**config.mk**
```make
export PLATFORM = sky130hd
export DESIGN_NAME = window_watchdog_timer
export DESIGN_NICKNAME = d
export VERILOG_FILES = /design/src/verilog/wdt_pkg.sv /design/src/verilog/cfg_pin_eval.sv /design/src/verilog/axil_regs.sv /design/src/verilog/window_watchdog_timer.sv
export VERILOG_INCLUDE_DIRS = /design/src /design/src/verilog
export SDC_FILE = /design/constraint.sdc
export NUM_CORES = 1
export LEC_CHECK = 0
export ABC_AREA = 1
export BUFFER_PORTS_ARGS = -buffer_cell sky130_fd_sc_hd__buf_2
export CORE_UTILIZATION = 46
export CTS_BUF_LIST = sky130_fd_sc_hd__clkbuf_4
export DETAILED_ROUTE_END_ITERATION = 6
export PLACE_DENSITY = 0.62
export SYNTH_ARGS = -nofsm -noshare
export SYNTH_HDL_FRONTEND = slang
export SYNTH_SLANG_ARGS = --single-unit
```
**constraint.sdc**
```tcl
create_clock -name aclk -period 5.7 [get_ports aclk]
set_input_delay 0.285 -clock aclk [delete_from_list [all_inputs] [get_ports aclk]]
set_output_delay 0.285 -clock aclk [all_outputs]
set_load 0.05 [all_outputs]
```
**src/verilog/wdt_consts.svh**
```systemverilog
`ifndef WDT_CONSTS_SVH
`define WDT_CONSTS_SVH
// Notes on behaviour
// - at power-up run a 381 us evaluation of the reset-delay config pin
// - classify reset-delay pin as open, pulled up or capacitor; picks the delay
// - enabling or disabling through the select pins acts at once
// - a new enabled ratio is taken only at a reset event; the code also takes it on enable from the disabled state
// - after disabled-to-enabled, ignore kicks for 150 us
// - capacitor delay: disable during fault releases output; re-enable waits a delay
// - factory delay: disable and re-enable during fault acts as a normal enable
// - four select modes: off (first high, second low), 1:8, 3:4, 1:2
// - while disabled the fault output stays high and kicks are ignored
// - at power-up evaluate the window config pin over 381 us, three classes
// - only a falling edge of the kick input counts as a kick
// - first kick after enable or release has only an upper deadline
// - later kicks in the window keep output high; early or missing kicks fault
// - while faulted, kicks are ignored until the reset delay ends
// - the fault output stays low for exactly the reset delay
// - lower-to-upper ratio: 00 gives 1/8, 11 gives 1/2, 01 gives 3/4
// - factory reset delay: 200 ms when open, 10 ms when pulled up
// - after power-up the watchdog stays off for one reset delay
// ============================================================
// timing, in microseconds, and the clock rate
`define CLK_MHZ 250
`define CYC(us) ((us) * `CLK_MHZ)
`define T_INIT_US 381
`define T_SETUP_US 150
`define T_RST_OPEN_US 200000
`define T_RST_PULL_US 10000
`define T_WDU_OPEN_R8_US 55000
`define T_WDU_OPEN_R34_US 27500
`define T_WDU_OPEN_R12_US 1600000
`define T_WDU_PULL_R8_US 109000
`define T_WDU_PULL_R34_US 195000
`define T_WDU_PULL_R12_US 11000
`define T_WDL_OPEN_R8_US 22500
`define T_WDL_OPEN_R34_US 1850
`define T_WDL_OPEN_R12_US 800000
`define T_WDL_PULL_R8_US 9000
`define T_WDL_PULL_R34_US 9000
`define T_WDL_PULL_R12_US 1850
// ============================================================
// pin classes and select codes {ratio_select_a, ratio_select_b}
`define CLS_OPEN 2'b00
`define CLS_PULL 2'b01
`define CLS_CAP 2'b10
`define SEL_R8 2'b00
`define SEL_R34 2'b01
`define SEL_OFF 2'b10
`define SEL_R12 2'b11
// ============================================================
// register map, byte addresses, and reset values
`define REG_CAP_RST 4'h0
`define REG_CAP_WDU 4'h4
`define REG_STATUS 4'h8
`define REG_FAULTS 4'hc
`define CAP_RST_RV 32'h0002_ab98
`define CAP_WDU_RV 32'h0001_0000
`define RESP_OKAY 2'b00
`define RESP_SLVERR 2'b10
`endif

```
**src/verilog/wdt_pkg.sv**
```systemverilog
package wdt_pkg;
  typedef enum logic [2:0] {
    ST_EVAL = 3'b000,
    ST_STARTUP = 3'b001,
    ST_DISABLED = 3'b010,
    ST_SETUP = 3'b011,
    ST_FIRST = 3'b100,
    ST_WINDOW = 3'b101,
    ST_FAULT = 3'b110,
    ST_RECOVER = 3'b111
  } wd_state_e;
  typedef logic [1:0] pin_cls_t;
  typedef logic [1:0] ratio_sel_t;
endpackage

```
**src/verilog/cfg_pin_eval.sv**
```systemverilog
`include "wdt_consts.svh"
module cfg_pin_eval import wdt_pkg::*; #(
  parameter logic [31:0] INIT_CYC = `CYC(`T_INIT_US)
) (
  input wire logic aclk,
  input wire logic aresetn,
  input wire pin_cls_t reset_delay_cfg_pin,
  input wire pin_cls_t window_time_cfg_pin,
  output pin_cls_t rst_cls_q,
  output pin_cls_t wnd_cls_q,
  output logic eval_done
);
  logic [31:0] cnt_q;
  logic done_q;
  wire eval_last = !done_q && (cnt_q == INIT_CYC - 32'h1);
  // an unreadable code falls back to the factory default
  wire pin_cls_t rst_d = (reset_delay_cfg_pin == 2'b11) ? `CLS_OPEN : reset_delay_cfg_pin;
  wire pin_cls_t wnd_d = (window_time_cfg_pin == 2'b11) ? `CLS_OPEN : window_time_cfg_pin;
  assign eval_done = done_q || eval_last;

  always_ff @(posedge aclk) begin
    if (!aresetn) begin
      cnt_q <= 32'h0;
      done_q <= 1'b0;
      rst_cls_q <= `CLS_OPEN;
      wnd_cls_q <= `CLS_OPEN;
    end else if (!done_q) begin
      cnt_q <= cnt_q + 32'h1;
      if (eval_last) begin
        done_q <= 1'b1;
        rst_cls_q <= rst_d;
        wnd_cls_q <= wnd_d;
      end
    end
  end
endmodule

```
**src/verilog/axil_regs.sv**
```systemverilog
`include "wdt_consts.svh"
module axil_regs (
  input wire logic aclk,
  input wire logic aresetn,
  input wire logic [3:0] awaddr,
  input wire logic awvalid,
  output logic awready,
  input wire logic [31:0] wdata,
  input wire logic [3:0] wstrb,
  input wire logic wvalid,
  output logic wready,
  output logic [1:0] bresp,
  output logic bvalid,
  input wire logic bready,
  input wire logic [3:0] araddr,
  input wire logic arvalid,
  output logic arready,
  output logic [31:0] rdata,
  output logic [1:0] rresp,
  output logic rvalid,
  input wire logic rready,
  input wire logic [31:0] status_word,
  input wire logic [31:0] fault_count,
  output logic [31:0] cap_rst_q,
  output logic [31:0] cap_wdu_q
);
  logic aw_full_q, w_full_q;
  logic [3:0] awaddr_q;
  logic [31:0] wdata_q;
  logic [3:0] wstrb_q;
  logic [31:0] wmask;
  assign awready = !aw_full_q && !bvalid;
  assign wready = !w_full_q && !bvalid;
  assign arready = !rvalid;
  wire do_write = aw_full_q && w_full_q && !bvalid;
  wire [3:0] wa = {awaddr_q[3:2], 2'b00};
  wire [3:0] ra = {araddr[3:2], 2'b00};
  wire wr_rst = do_write && (wa == `REG_CAP_RST);
  wire wr_wdu = do_write && (wa == `REG_CAP_WDU);
  wire wr_hit = (wa == `REG_CAP_RST) || (wa == `REG_CAP_WDU) || (wa == `REG_STATUS) ||
                (wa == `REG_FAULTS);
  wire rd_hit = (ra == `REG_CAP_RST) || (ra == `REG_CAP_WDU) || (ra == `REG_STATUS) ||
                (ra == `REG_FAULTS);
  wire [31:0] rd_mux = (ra == `REG_CAP_RST) ? cap_rst_q :
                       (ra == `REG_CAP_WDU) ? cap_wdu_q :
                       (ra == `REG_STATUS) ? status_word :
                       (ra == `REG_FAULTS) ? fault_count : 32'h0;
  for (genvar g = 0; g < 4; g++) begin : g_lane
    assign wmask[g*8 +: 8] = {8{wstrb_q[g]}};
  end

  always_ff @(posedge aclk) begin
    if (!aresetn) begin
      aw_full_q <= 1'b0;
      w_full_q <= 1'b0;
      awaddr_q <= 4'h0;
      wdata_q <= 32'h0;
      wstrb_q <= 4'h0;
      bvalid <= 1'b0;
      bresp <= `RESP_OKAY;
      rvalid <= 1'b0;
      rdata <= 32'h0;
      rresp <= `RESP_OKAY;
      cap_rst_q <= `CAP_RST_RV;
      cap_wdu_q <= `CAP_WDU_RV;
    end else begin
      if (awvalid && awready) begin
        aw_full_q <= 1'b1;
        awaddr_q <= awaddr;
      end
      if (wvalid && wready) begin
        w_full_q <= 1'b1;
        wdata_q <= wdata;
        wstrb_q <= wstrb;
      end
      if (do_write) begin
        aw_full_q <= 1'b0;
        w_full_q <= 1'b0;
        bvalid <= 1'b1;
        bresp <= wr_hit ? `RESP_OKAY : `RESP_SLVERR;
      end else if (bready) begin
        bvalid <= 1'b0;
      end
      if (wr_rst) cap_rst_q <= (cap_rst_q & ~wmask) | (wdata_q & wmask);
      if (wr_wdu) cap_wdu_q <= (cap_wdu_q & ~wmask) | (wdata_q & wmask);
      if (arvalid && arready) begin
        rvalid <= 1'b1;
        rdata <= rd_mux;
        rresp <= rd_hit ? `RESP_OKAY : `RESP_SLVERR;
      end else if (rready) begin
        rvalid <= 1'b0;
      end
    end
  end
endmodule

```
**src/verilog/window_watchdog_timer.sv**
```systemverilog
`include "wdt_consts.svh"
module window_watchdog_timer import wdt_pkg::*; #(
  parameter logic [31:0] INIT_CYC = `CYC(`T_INIT_US),
  parameter logic [31:0] SETUP_CYC = `CYC(`T_SETUP_US),
  parameter logic [31:0] RST_OPEN_CYC = `CYC(`T_RST_OPEN_US),
  parameter logic [31:0] RST_PULL_CYC = `CYC(`T_RST_PULL_US),
  parameter logic [31:0] WDU_OPEN_R8 = `CYC(`T_WDU_OPEN_R8_US),
  parameter logic [31:0] WDU_OPEN_R34 = `CYC(`T_WDU_OPEN_R34_US),
  parameter logic [31:0] WDU_OPEN_R12 = `CYC(`T_WDU_OPEN_R12_US),
  parameter logic [31:0] WDU_PULL_R8 = `CYC(`T_WDU_PULL_R8_US),
  parameter logic [31:0] WDU_PULL_R34 = `CYC(`T_WDU_PULL_R34_US),
  parameter logic [31:0] WDU_PULL_R12 = `CYC(`T_WDU_PULL_R12_US),
  parameter logic [31:0] WDL_OPEN_R8 = `CYC(`T_WDL_OPEN_R8_US),
  parameter logic [31:0] WDL_OPEN_R34 = `CYC(`T_WDL_OPEN_R34_US),
  parameter logic [31:0] WDL_OPEN_R12 = `CYC(`T_WDL_OPEN_R12_US),
  parameter logic [31:0] WDL_PULL_R8 = `CYC(`T_WDL_PULL_R8_US),
  parameter logic [31:0] WDL_PULL_R34 = `CYC(`T_WDL_PULL_R34_US),
  parameter logic [31:0] WDL_PULL_R12 = `CYC(`T_WDL_PULL_R12_US)
) (
  input wire logic aclk,
  input wire logic aresetn,
  input wire logic ratio_select_a,
  input wire logic ratio_select_b,
  input wire logic kick_input,
  input wire pin_cls_t reset_delay_cfg_pin,
  input wire pin_cls_t window_time_cfg_pin,
  output logic fault_output_n,
  input wire logic [3:0] awaddr,
  input wire logic awvalid,
  output logic awready,
  input wire logic [31:0] wdata,
  input wire logic [3:0] wstrb,
  input wire logic wvalid,
  output logic wready,
  output logic [1:0] bresp,
  output logic bvalid,
  input wire logic bready,
  input wire logic [3:0] araddr,
  input wire logic arvalid,
  output logic arready,
  output logic [31:0] rdata,
  output logic [1:0] rresp,
  output logic rvalid,
  input wire logic rready
);
  // ============================================================
  // state and configuration
  wd_state_e state_q, state_d;
  logic [31:0] cnt_q;
  logic kick_q;
  ratio_sel_t ratio_q;
  logic cap_pend_q;
  logic fault_n_q;
  logic [31:0] faults_q;
  logic restart;
  pin_cls_t rst_cls, wnd_cls;
  logic eval_done;
  logic [31:0] cap_rst, cap_wdu;

  cfg_pin_eval #(
    .INIT_CYC(INIT_CYC)
  ) u_eval (
    .aclk(aclk),
    .aresetn(aresetn),
    .reset_delay_cfg_pin(reset_delay_cfg_pin),
    .window_time_cfg_pin(window_time_cfg_pin),
    .rst_cls_q(rst_cls),
    .wnd_cls_q(wnd_cls),
    .eval_done(eval_done)
  );

  wire [31:0] status_word = {19'h0, fault_n_q, wnd_cls, rst_cls, 2'b00, ratio_q, 1'b0,
                             state_q};

  axil_regs u_regs (
    .aclk(aclk),
    .aresetn(aresetn),
    .awaddr(awaddr),
    .awvalid(awvalid),
    .awready(awready),
    .wdata(wdata),
    .wstrb(wstrb),
    .wvalid(wvalid),
    .wready(wready),
    .bresp(bresp),
    .bvalid(bvalid),
    .bready(bready),
    .araddr(araddr),
    .arvalid(arvalid),
    .arready(arready),
    .rdata(rdata),
    .rresp(rresp),
    .rvalid(rvalid),
    .rready(rready),
    .status_word(status_word),
    .fault_count(faults_q),
    .cap_rst_q(cap_rst),
    .cap_wdu_q(cap_wdu)
  );

  // ============================================================
  // decode of pins and limits
  wire ratio_sel_t sel_now = {ratio_select_a, ratio_select_b};
  wire sel_off = (sel_now == `SEL_OFF);
  // kick_q resets high so an idle-high line gives no false edge after reset
  wire kick_fall = kick_q && !kick_input;
  wire rst_is_cap = (rst_cls == `CLS_CAP);
  wire [31:0] rst_lim = rst_is_cap ? cap_rst :
                        (rst_cls == `CLS_PULL) ? RST_PULL_CYC : RST_OPEN_CYC;
  wire r8 = (ratio_q == `SEL_R8);
  wire r34 = (ratio_q == `SEL_R34);
  wire [31:0] wdu_open = r8 ? WDU_OPEN_R8 : r34 ? WDU_OPEN_R34 : WDU_OPEN_R12;
  wire [31:0] wdu_pull = r8 ? WDU_PULL_R8 : r34 ? WDU_PULL_R34 : WDU_PULL_R12;
  wire [31:0] wdl_open = r8 ? WDL_OPEN_R8 : r34 ? WDL_OPEN_R34 : WDL_OPEN_R12;
  wire [31:0] wdl_pull = r8 ? WDL_PULL_R8 : r34 ? WDL_PULL_R34 : WDL_PULL_R12;
  // capacitor window: lower bound derived from the upper by the ratio
  wire [31:0] cap_wdl = r8 ? (cap_wdu >> 3) : r34 ? (cap_wdu - (cap_wdu >> 2)) :
                        (cap_wdu >> 1);
  wire [31:0] wdu_lim = (wnd_cls == `CLS_CAP) ? cap_wdu :
                        (wnd_cls == `CLS_PULL) ? wdu_pull : wdu_open;
  wire [31:0] wdl_lim = (wnd_cls == `CLS_CAP) ? cap_wdl :
                        (wnd_cls == `CLS_PULL) ? wdl_pull : wdl_open;
  wire use_rst = (state_q == ST_STARTUP) || (state_q == ST_FAULT) ||
                 (state_q == ST_RECOVER);
  wire use_wnd = (state_q == ST_FIRST) || (state_q == ST_WINDOW);
  wire [31:0] lim = use_rst ? rst_lim : use_wnd ? wdu_lim :
                    (state_q == ST_SETUP) ? SETUP_CYC : 32'h0;
  wire [32:0] cnt_inc = {1'b0, cnt_q} + 33'h1;
  wire cnt_done = (cnt_inc >= {1'b0, lim});
  wire early = (cnt_q < wdl_lim);
  wire enabled_st = (state_q == ST_SETUP) || use_wnd || (state_q == ST_FAULT) ||
                    (state_q == ST_RECOVER);
  wire fault_entry = (state_d == ST_FAULT) && (state_q != ST_FAULT);
  wire leave_idle = ((state_q == ST_STARTUP) || (state_q == ST_DISABLED)) &&
                    (state_d != state_q);
  // a new ratio is taken only at a reset event or on enable
  wire take_ratio = (fault_entry || leave_idle) && !sel_off;
  wire pend_set = (state_q == ST_FAULT) && (state_d == ST_DISABLED) && rst_is_cap;
  wire pend_clr = (state_q == ST_DISABLED) && (state_d != ST_DISABLED);

  // ============================================================
  // sequencer
  always_comb begin
    state_d = state_q;
    restart = 1'b0;
    case (state_q)
      ST_EVAL: begin
        if (eval_done) state_d = ST_STARTUP;
      end
      ST_STARTUP: begin
        if (cnt_done) state_d = sel_off ? ST_DISABLED : ST_SETUP;
      end
      ST_DISABLED: begin
        // capacitor delay still owed after a fault was cut short
        if (!sel_off) state_d = cap_pend_q ? ST_RECOVER : ST_SETUP;
      end
      ST_SETUP: begin
        if (cnt_done) state_d = ST_FIRST;
      end
      ST_FIRST: begin
        if (kick_fall) begin
          state_d = ST_WINDOW;
        end else if (cnt_done) begin
          state_d = ST_FAULT;
        end
      end
      ST_WINDOW: begin
        if (kick_fall) begin
          if (early) begin
            state_d = ST_FAULT;
          end else begin
            restart = 1'b1;
          end
        end else if (cnt_done) begin
          state_d = ST_FAULT;
        end
      end
      ST_FAULT: begin
        if (cnt_done) state_d = ST_FIRST;
      end
      ST_RECOVER: begin
        if (cnt_done) state_d = ST_FIRST;
      end
      default: begin
        state_d = ST_EVAL;
      end
    endcase
    if (enabled_st && sel_off) state_d = ST_DISABLED;
  end

  always_ff @(posedge aclk) begin
    if (!aresetn) begin
      state_q <= ST_EVAL;
      cnt_q <= 32'h0;
      kick_q <= 1'b1;
      fault_n_q <= 1'b1;
      ratio_q <= `SEL_R8;
      cap_pend_q <= 1'b0;
      faults_q <= 32'h0;
    end else begin
      state_q <= state_d;
      cnt_q <= ((state_d != state_q) || restart) ? 32'h0 : cnt_q + 32'h1;
      kick_q <= kick_input;
      fault_n_q <= (state_d != ST_FAULT);
      if (take_ratio) ratio_q <= sel_now;
      if (pend_set) begin
        cap_pend_q <= 1'b1;
      end else if (pend_clr) begin
        cap_pend_q <= 1'b0;
      end
      if (fault_entry) faults_q <= faults_q + 32'h1;
    end
  end

  assign fault_output_n = fault_n_q;

  // ============================================================
  // checks
  // these counters only feed the checks; a few flops buy exact lengths
  logic [31:0] low_run_q;
  logic [31:0] eval_run_q;
  always_ff @(posedge aclk) begin
    if (!aresetn) begin
      low_run_q <= 32'h0;
      eval_run_q <= 32'h0;
    end else begin
      low_run_q <= fault_output_n ? 32'h0 : low_run_q + 32'h1;
      if (state_q == ST_EVAL) eval_run_q <= eval_run_q + 32'h1;
    end
  end
endmodule

```
==> results_dict.tcl, run 1 <==
set metrics [dict create \
    drive_above_1_share_pct 12.8 \
    maxCapViolCount 0 \
    hpwl_um 40400 \
    max_stage_delay_ns 0.33 \
    row_count 67 \
    grt_use_total_pct 30.3 \
    synthArstFlopShare_pct 0 \
    max_freq_mhz 190 \
    synth_top_family_by_area "simple AND/OR/NAND/NOR gates" \
    grt_max_degree 83 \
    violations "design-rule violations" \
    hold_path_depth 3 \
    outcome "finished with violations" \
    clock_sinks 249 \
    initial_core_util_pct 46.7 \
    hold_class "input pin to flop" \
    drcViolationCount 2 \
    p_per_area_mw_per_mm2 213 \
    drv_slew 0 \
    cts_buffer_depth 3 \
    start_kind "flop" \
    num_vias 16487 \
    yosys-top-cells-area "dfxtp_1 (32%), nand2_1 (11%), ha_1 (8.0%), a21oi_1 (7.3%), nor2_1 (7.2%)" \
    drt_iter0_drc 1442 \
    min_period_ns 5.27 \
    dp_cells 2829 \
    hold_viol 0 \
    root_buffer "clkbuf_4" \
    cp_slowest_cell "dfxtp_1" \
    netlist-cell-type-count 61 \
    avgSynthCellArea_um2 6.72 \
    reg2reg_slack_ns 0.43 \
    grt_first_pass_wirelength_um 83400 \
    cts_tree "done" \
    final_cells 3005 \
    vias_per_cell 5.49 \
    synth_top_area_share_pct 31.9 \
    synth_area_mm2 0.0156 \
    drtAntennaViolNets 0 \
    wl_um 53300 \
    hold_end "u_eval.cnt_q[16]$_SDFFE_PN0N_" \
    insertion_delay_ns 0.76 \
    period_share_pct 92.4 \
    synth_xor_area_share_pct 3.13 \
    synth_ff_type "dfxtp_1" \
    crit_arrival_ns 5.88 \
    worst_slack_ns 0.431 \
    pin_count 100 \
    synth_edf_count 0 \
    dieArea_mm2 0.0348 \
    cts.clk_slew.worst_paths_ns 0.06 \
    worst_path_most_repeated_cell "nand2_1" \
    worstHoldStart "aresetn" \
    synth_seq_cells 249 \
    timing.hold.ws_ns 0.0716 \
    portBuffers 93 \
    nets 2676 \
    die_height_um 186 \
    synth_area_leader_cell "dfxtp_1" \
    die_w_um 186 \
    core-area_mm2 0.0335 \
    synthSimpleGateAreaFrac_pct 26.2 \
    leakage_nw 7.93 \
    htree_num_levels 3 \
    clock-skew-final_ns 0.0685 \
    first_pass_iters 7 \
    yosys_warnings 0 \
    slew_headroom_pct 13.8 \
    netlist_instances 2327 \
    grt_pass1_vias 15466 \
    fin_tns_setup_ns 0 \
    muxShareOfSynthArea_pct 0 \
    synth-compound-area-share_pct 21.2 \
    detail_route.wl_per_cell_um 17.7 \
    fin_util_pct 54.4 \
    antenna_found_initial 1 \
    cp_max_fo 9 \
    gr-total-overflow 0 \
    reg2reg_to "faults_q[4]$_SDFFE_PN0P_" \
    setup.worst_path.end_class "flop" \
    worst_slew_pin_slew_ns 1.28 \
    ys_seq_area_share_pct 31.9 \
    path_class "flop to flop" \
    syn_to_final_growth_pct 16.7 \
    ir_drop_mv 0.204 \
    finalSetupViolations 0 \
    ff2ff_path_depth 36 \
    cp.required_ns 6.31 \
    synthAdderAreaFrac_pct 8.13 \
    cts_made_buffers 69 \
    pre_cts_ws_ns 0.188 \
    place_congestion 1.00 \
]
worst max path at each step:
stage	slack, ns	endpoint	from
floorplan	1.27	faults_q[22]$_SDFFE_PN0P_	flop
global placement	0.22	faults_q[4]$_SDFFE_PN0P_	flop
detailed placement	0.19	faults_q[4]$_SDFFE_PN0P_	flop
CTS	0.15	faults_q[4]$_SDFFE_PN0P_	flop
global route	-0.05	cnt_q[2]$_SDFF_PP0_	cnt_q[0]$_SDFF_PP0_
finish	0.43	faults_q[4]$_SDFFE_PN0P_	flop
worst max-delay path, delay by kind of cell (launching register included):
family	cells	cell delay (ns)
adder cells (fa/ha/maj)	2	0.61
buffers and inverters	3	0.35
flip-flops	1	0.33
AND/OR/NAND/NOR	18	1.58
AO/OA/AOI/OAI	13	2.24
Yosys cell counts (all sizes together) (3+ instances only):
cell type    n
or2          8
nand4       30
o21a         6
o211ai      17
o221ai      27
xnor2       12
clkbuf      74
nand3b       3
xor2        44
o2111ai      3
nor3        57
a41oi        6
a31oi       21
a21o         3
a22oi        8
nor4        18
dfxtp      249
nor2       312
o32ai        3
o21ai      216
nand2      448
a221oi       6
ha         100
a211oi       8
buf         14
inv        293
a21boi       5
nand3       71
o22ai       10
o31ai        3
a21oi      229
clkinv       3
a32oi        7
where the power goes:
part	switching [mW]	internal, mW
Sequential	0.0421	1.79
Clock	0.785	0.864
Combinational	0.265	0.136
Total	1.09	2.79
logic make-up (layout without fill, tap and decap cells):
| group | count (synthesis) | count (layout) |
|---|---|---|
| compound gates | 584 | 584 |
| fa+ha+maj | 101 | 101 |
| xor+xnor | 56 | 56 |
| buf+inv | 384 | 612 |
| flops | 249 | 249 |
| simple gates | 952 | 952 |
| other cells | 1 | 3 |
routing by layer:
metal / part of all wire (%) / up-vias / GRT usage [%]
li1: - / 8199 / -
met1: 44 / 7590 / 38.9
met2: 46 / 593 / 49.7
met3: 6.8 / 105 / 5.98
met4: 3.1 / 0 / 11.9
met5: 0 / - / 0
area by class of cell:
type | instances | area, µm²
Fill cell | 3373 | 15300
Multi-Input combinational cell | 1695 | 9280
Sequential cell | 249 | 4990
Timing Repair Buffer | 206 | 1470
Inverter | 296 | 1110
Clock buffer | 96 | 721
Tap cell | 448 | 561
Clock inverter | 14 | 125
Antenna cell | 1 | 2.50
metrics by stage:
| stage | area [µm²] | total power [mW] |
|---|---|---|
| CTS | 18100 | 3.90 |
| floorplan | 15600 | 2.10 |
| global route | 18300 | 4.06 |
| global placement | 16700 | 2.22 |
| detailed placement | 16700 | 2.23 |
| finish | 18300 | 3.88 |
what timing repair did:
action / in CTS / in global routing
setup buffers: 0 / 8
hold endpoints to repair: 56 / 0
endpoints found under the setup margin: 0 / 66
hold buffers: 57 / 0
resized for setup: 0 / 25
placed cells by master (no fill, tap or decap), types with 9 or more instances in the layout:
cell,count
nand3_1,67
xor2_1,44
ha_1,99
nor3_1,44
clkbuf_4,96
o21ai_0,205
a31oi_1,21
dlygate4sd3_1,57
nor4_1,16
nor2_2,11
o21ai_1,10
nor2_1,296
o22ai_1,10
o221ai_1,27
o211ai_1,17
dfxtp_1,246
nand2_1,439
buf_2,92
buf_4,56
inv_1,283
nand4_1,29
clkinv_1,9
xnor2_1,12
inv_2,11
a21oi_1,225
(Power assumes the default switching activity.)
==> run 2: changes to the inputs <==
--- a/config.mk
+++ b/config.mk
@@ -12,6 +12,8 @@
 export CTS_BUF_LIST = sky130_fd_sc_hd__clkbuf_4
 export DETAILED_ROUTE_END_ITERATION = 6
 export PLACE_DENSITY = 0.62
+export RECOVER_POWER = 100
+export SKIP_LAST_GASP = 1
 export SYNTH_ARGS = -nofsm -noshare
 export SYNTH_HDL_FRONTEND = slang
 export SYNTH_SLANG_ARGS = --single-unit
==> results_dict.tcl, run 2 (same netlist as run 1, synthesis figures left out) <==
set metrics [dict create \
    outcome "finished with violations" \
    violations "design-rule violations, max-capacitance violations, max-slew violations" \
    finalSetupViolations 0 \
    cp.required_ns 6.31 \
    cp_max_fo 9 \
    path_class "flop to flop" \
    hpwl_um 40400 \
    crit_arrival_ns 5.87 \
    drtAntennaViolNets 0 \
    hold_path_depth 5 \
    fillerInstances 3401 \
    grt_first_pass_wirelength_um 83400 \
    drv_slew 114 \
    p_per_area_mw_per_mm2 213 \
    htree_num_levels 3 \
    initial_core_util_pct 46.7 \
    hold_viol 0 \
    timing.hold.ws_ns 0.101 \
    gr-total-overflow 0 \
    slew_headroom_pct -72.9 \
    leakage_nw 7.73 \
    die_w_um 186 \
    drt_iter0_drc 1368 \
    place_congestion 1.00 \
    cp_slowest_cell "dfxtp_1" \
    period_share_pct 92.4 \
    grt_use_total_pct 30.3 \
    dieArea_mm2 0.0348 \
    clock-skew-final_ns 0.0605 \
    most-common-layout-cells "nand2_1 (440), nor2_1 (297), inv_1 (284)" \
    drive_above_1_share_pct 10.9 \
    first_pass_iters 7 \
    ir_drop_mv 0.204 \
    insertion_delay_ns 0.76 \
    cts_buffer_depth 3 \
    worst_slew_pin_slew_ns 2.59 \
    grt_pass1_vias 15466 \
    row_count 67 \
    start_kind "flop" \
    hold_class "input pin to flop" \
    wl_um 53400 \
    syn_to_final_growth_pct 16.1 \
    p_total_mw 3.88 \
    vias_per_cell 5.47 \
    root_buffer "clkbuf_4" \
    max_stage_delay_ns 0.33 \
    core-area_mm2 0.0335 \
    nets 2676 \
    setup.worst_path.end_class "flop" \
    num_vias 16441 \
    detail_route.wl_per_cell_um 17.8 \
    cts_made_buffers 69 \
    die_height_um 186 \
    drcViolationCount 19 \
    maxCapViolCount 2 \
    grt_max_degree 83 \
    clock_sinks 249 \
    ff2ff_path_depth 34 \
    min_period_ns 5.27 \
    antenna_found_initial 1 \
    final_common_cell "nand2_1" \
    pin_count 100 \
    cts_tree "done" \
    portBuffers 93 \
    max_freq_mhz 190 \
    cts.clk_slew.worst_paths_ns 0.06 \
]
## run 2: changes by cell type in the layout (fill, tap and decap cells not counted), sizes merged
cell    previous run  this run
buf              149       106
clkbuf            96       139
## run 2: through the flow
stage / std cells / util, % / setup WS [ns] / setup TNS (ns) / area (µm²)
6_report: 3005 / 54.2 / 0.434 / 0 / 18200
2_1_floorplan: 2328 / - / 1.27 / 0 / 15600
3_5_place_dp: 2829 / 49.8 / 0.188 / 0 / 16700
5_1_grt: 3005 / 54.2 / -0.0543 / -0.0949 / 18200
4_1_cts: 2996 / 54.0 / 0.154 / 0 / 18100
3_3_place_gp: 2829 / 49.8 / 0.217 / 0 / 16700
## run 2: area by class of cell
| cell class | count | area [µm²] | share of cell area [%] |
|---|---|---|---|
| Tap cell | 448 | 561 | 3.09 |
| Multi-Input combinational cell | 1695 | 9240 | 50.9 |
| Clock inverter | 14 | 125 | 0.689 |
| Inverter | 296 | 1110 | 6.12 |
| Antenna cell | 1 | 2.50 | 0.0138 |
| Clock buffer | 96 | 721 | 3.97 |
| Timing Repair Buffer | 206 | 1410 | 7.76 |
| Sequential cell | 249 | 4990 | 27.5 |
## run 2: worst paths after layout
kind	from	end	slack [ns]
min	arvalid	u_regs.rdata[25]$_SDFFE_PN0P_	0.10
max reg2reg	flop	faults_q[4]$_SDFFE_PN0P_	0.43
min reg2reg	u_regs.bresp[1]$_SDFFE_PN0P_	u_regs.bresp[1]$_SDFFE_PN0P_	0.43
max	flop	faults_q[4]$_SDFFE_PN0P_	0.43
## run 2: repair_timing
item                                   CTS  global route
resized for setup                        0            25
setup endpoints to repair                0            66
setup buffers                            0             8
endpoints found under the hold margin   56             0
hold buffers                            57             0
## run 2: critical path, delay by kind of cell (launching register included)
| family | cells | cell delay [ns] |
|---|---|---|
| AO/OA/AOI/OAI | 13 | 2.25 |
| adder cells (fa/ha/maj) | 2 | 0.61 |
| buffers and inverters | 3 | 0.35 |
| flip-flops | 1 | 0.33 |
| AND/OR/NAND/NOR | 16 | 1.58 |
## run 2: metal layers
| layer | wire length (µm) | vias up | global-route usage, % |
|---|---|---|---|
| li1 | - | 8205 | - |
| met1 | 23600 | 7535 | 38.9 |
| met2 | 24500 | 594 | 49.7 |
| met3 | 3630 | 107 | 5.98 |
| met4 | 1640 | 0 | 11.9 |
| met5 | 0 | - | 0 |
## run 2: power by group
part | total (mW) | internal [mW] | switching, mW | leakage [nW]
Clock | 1.65 | 0.864 | 0.784 | 0.500
Sequential | 1.83 | 1.79 | 0.0425 | 2.02
Combinational | 0.398 | 0.133 | 0.265 | 5.21
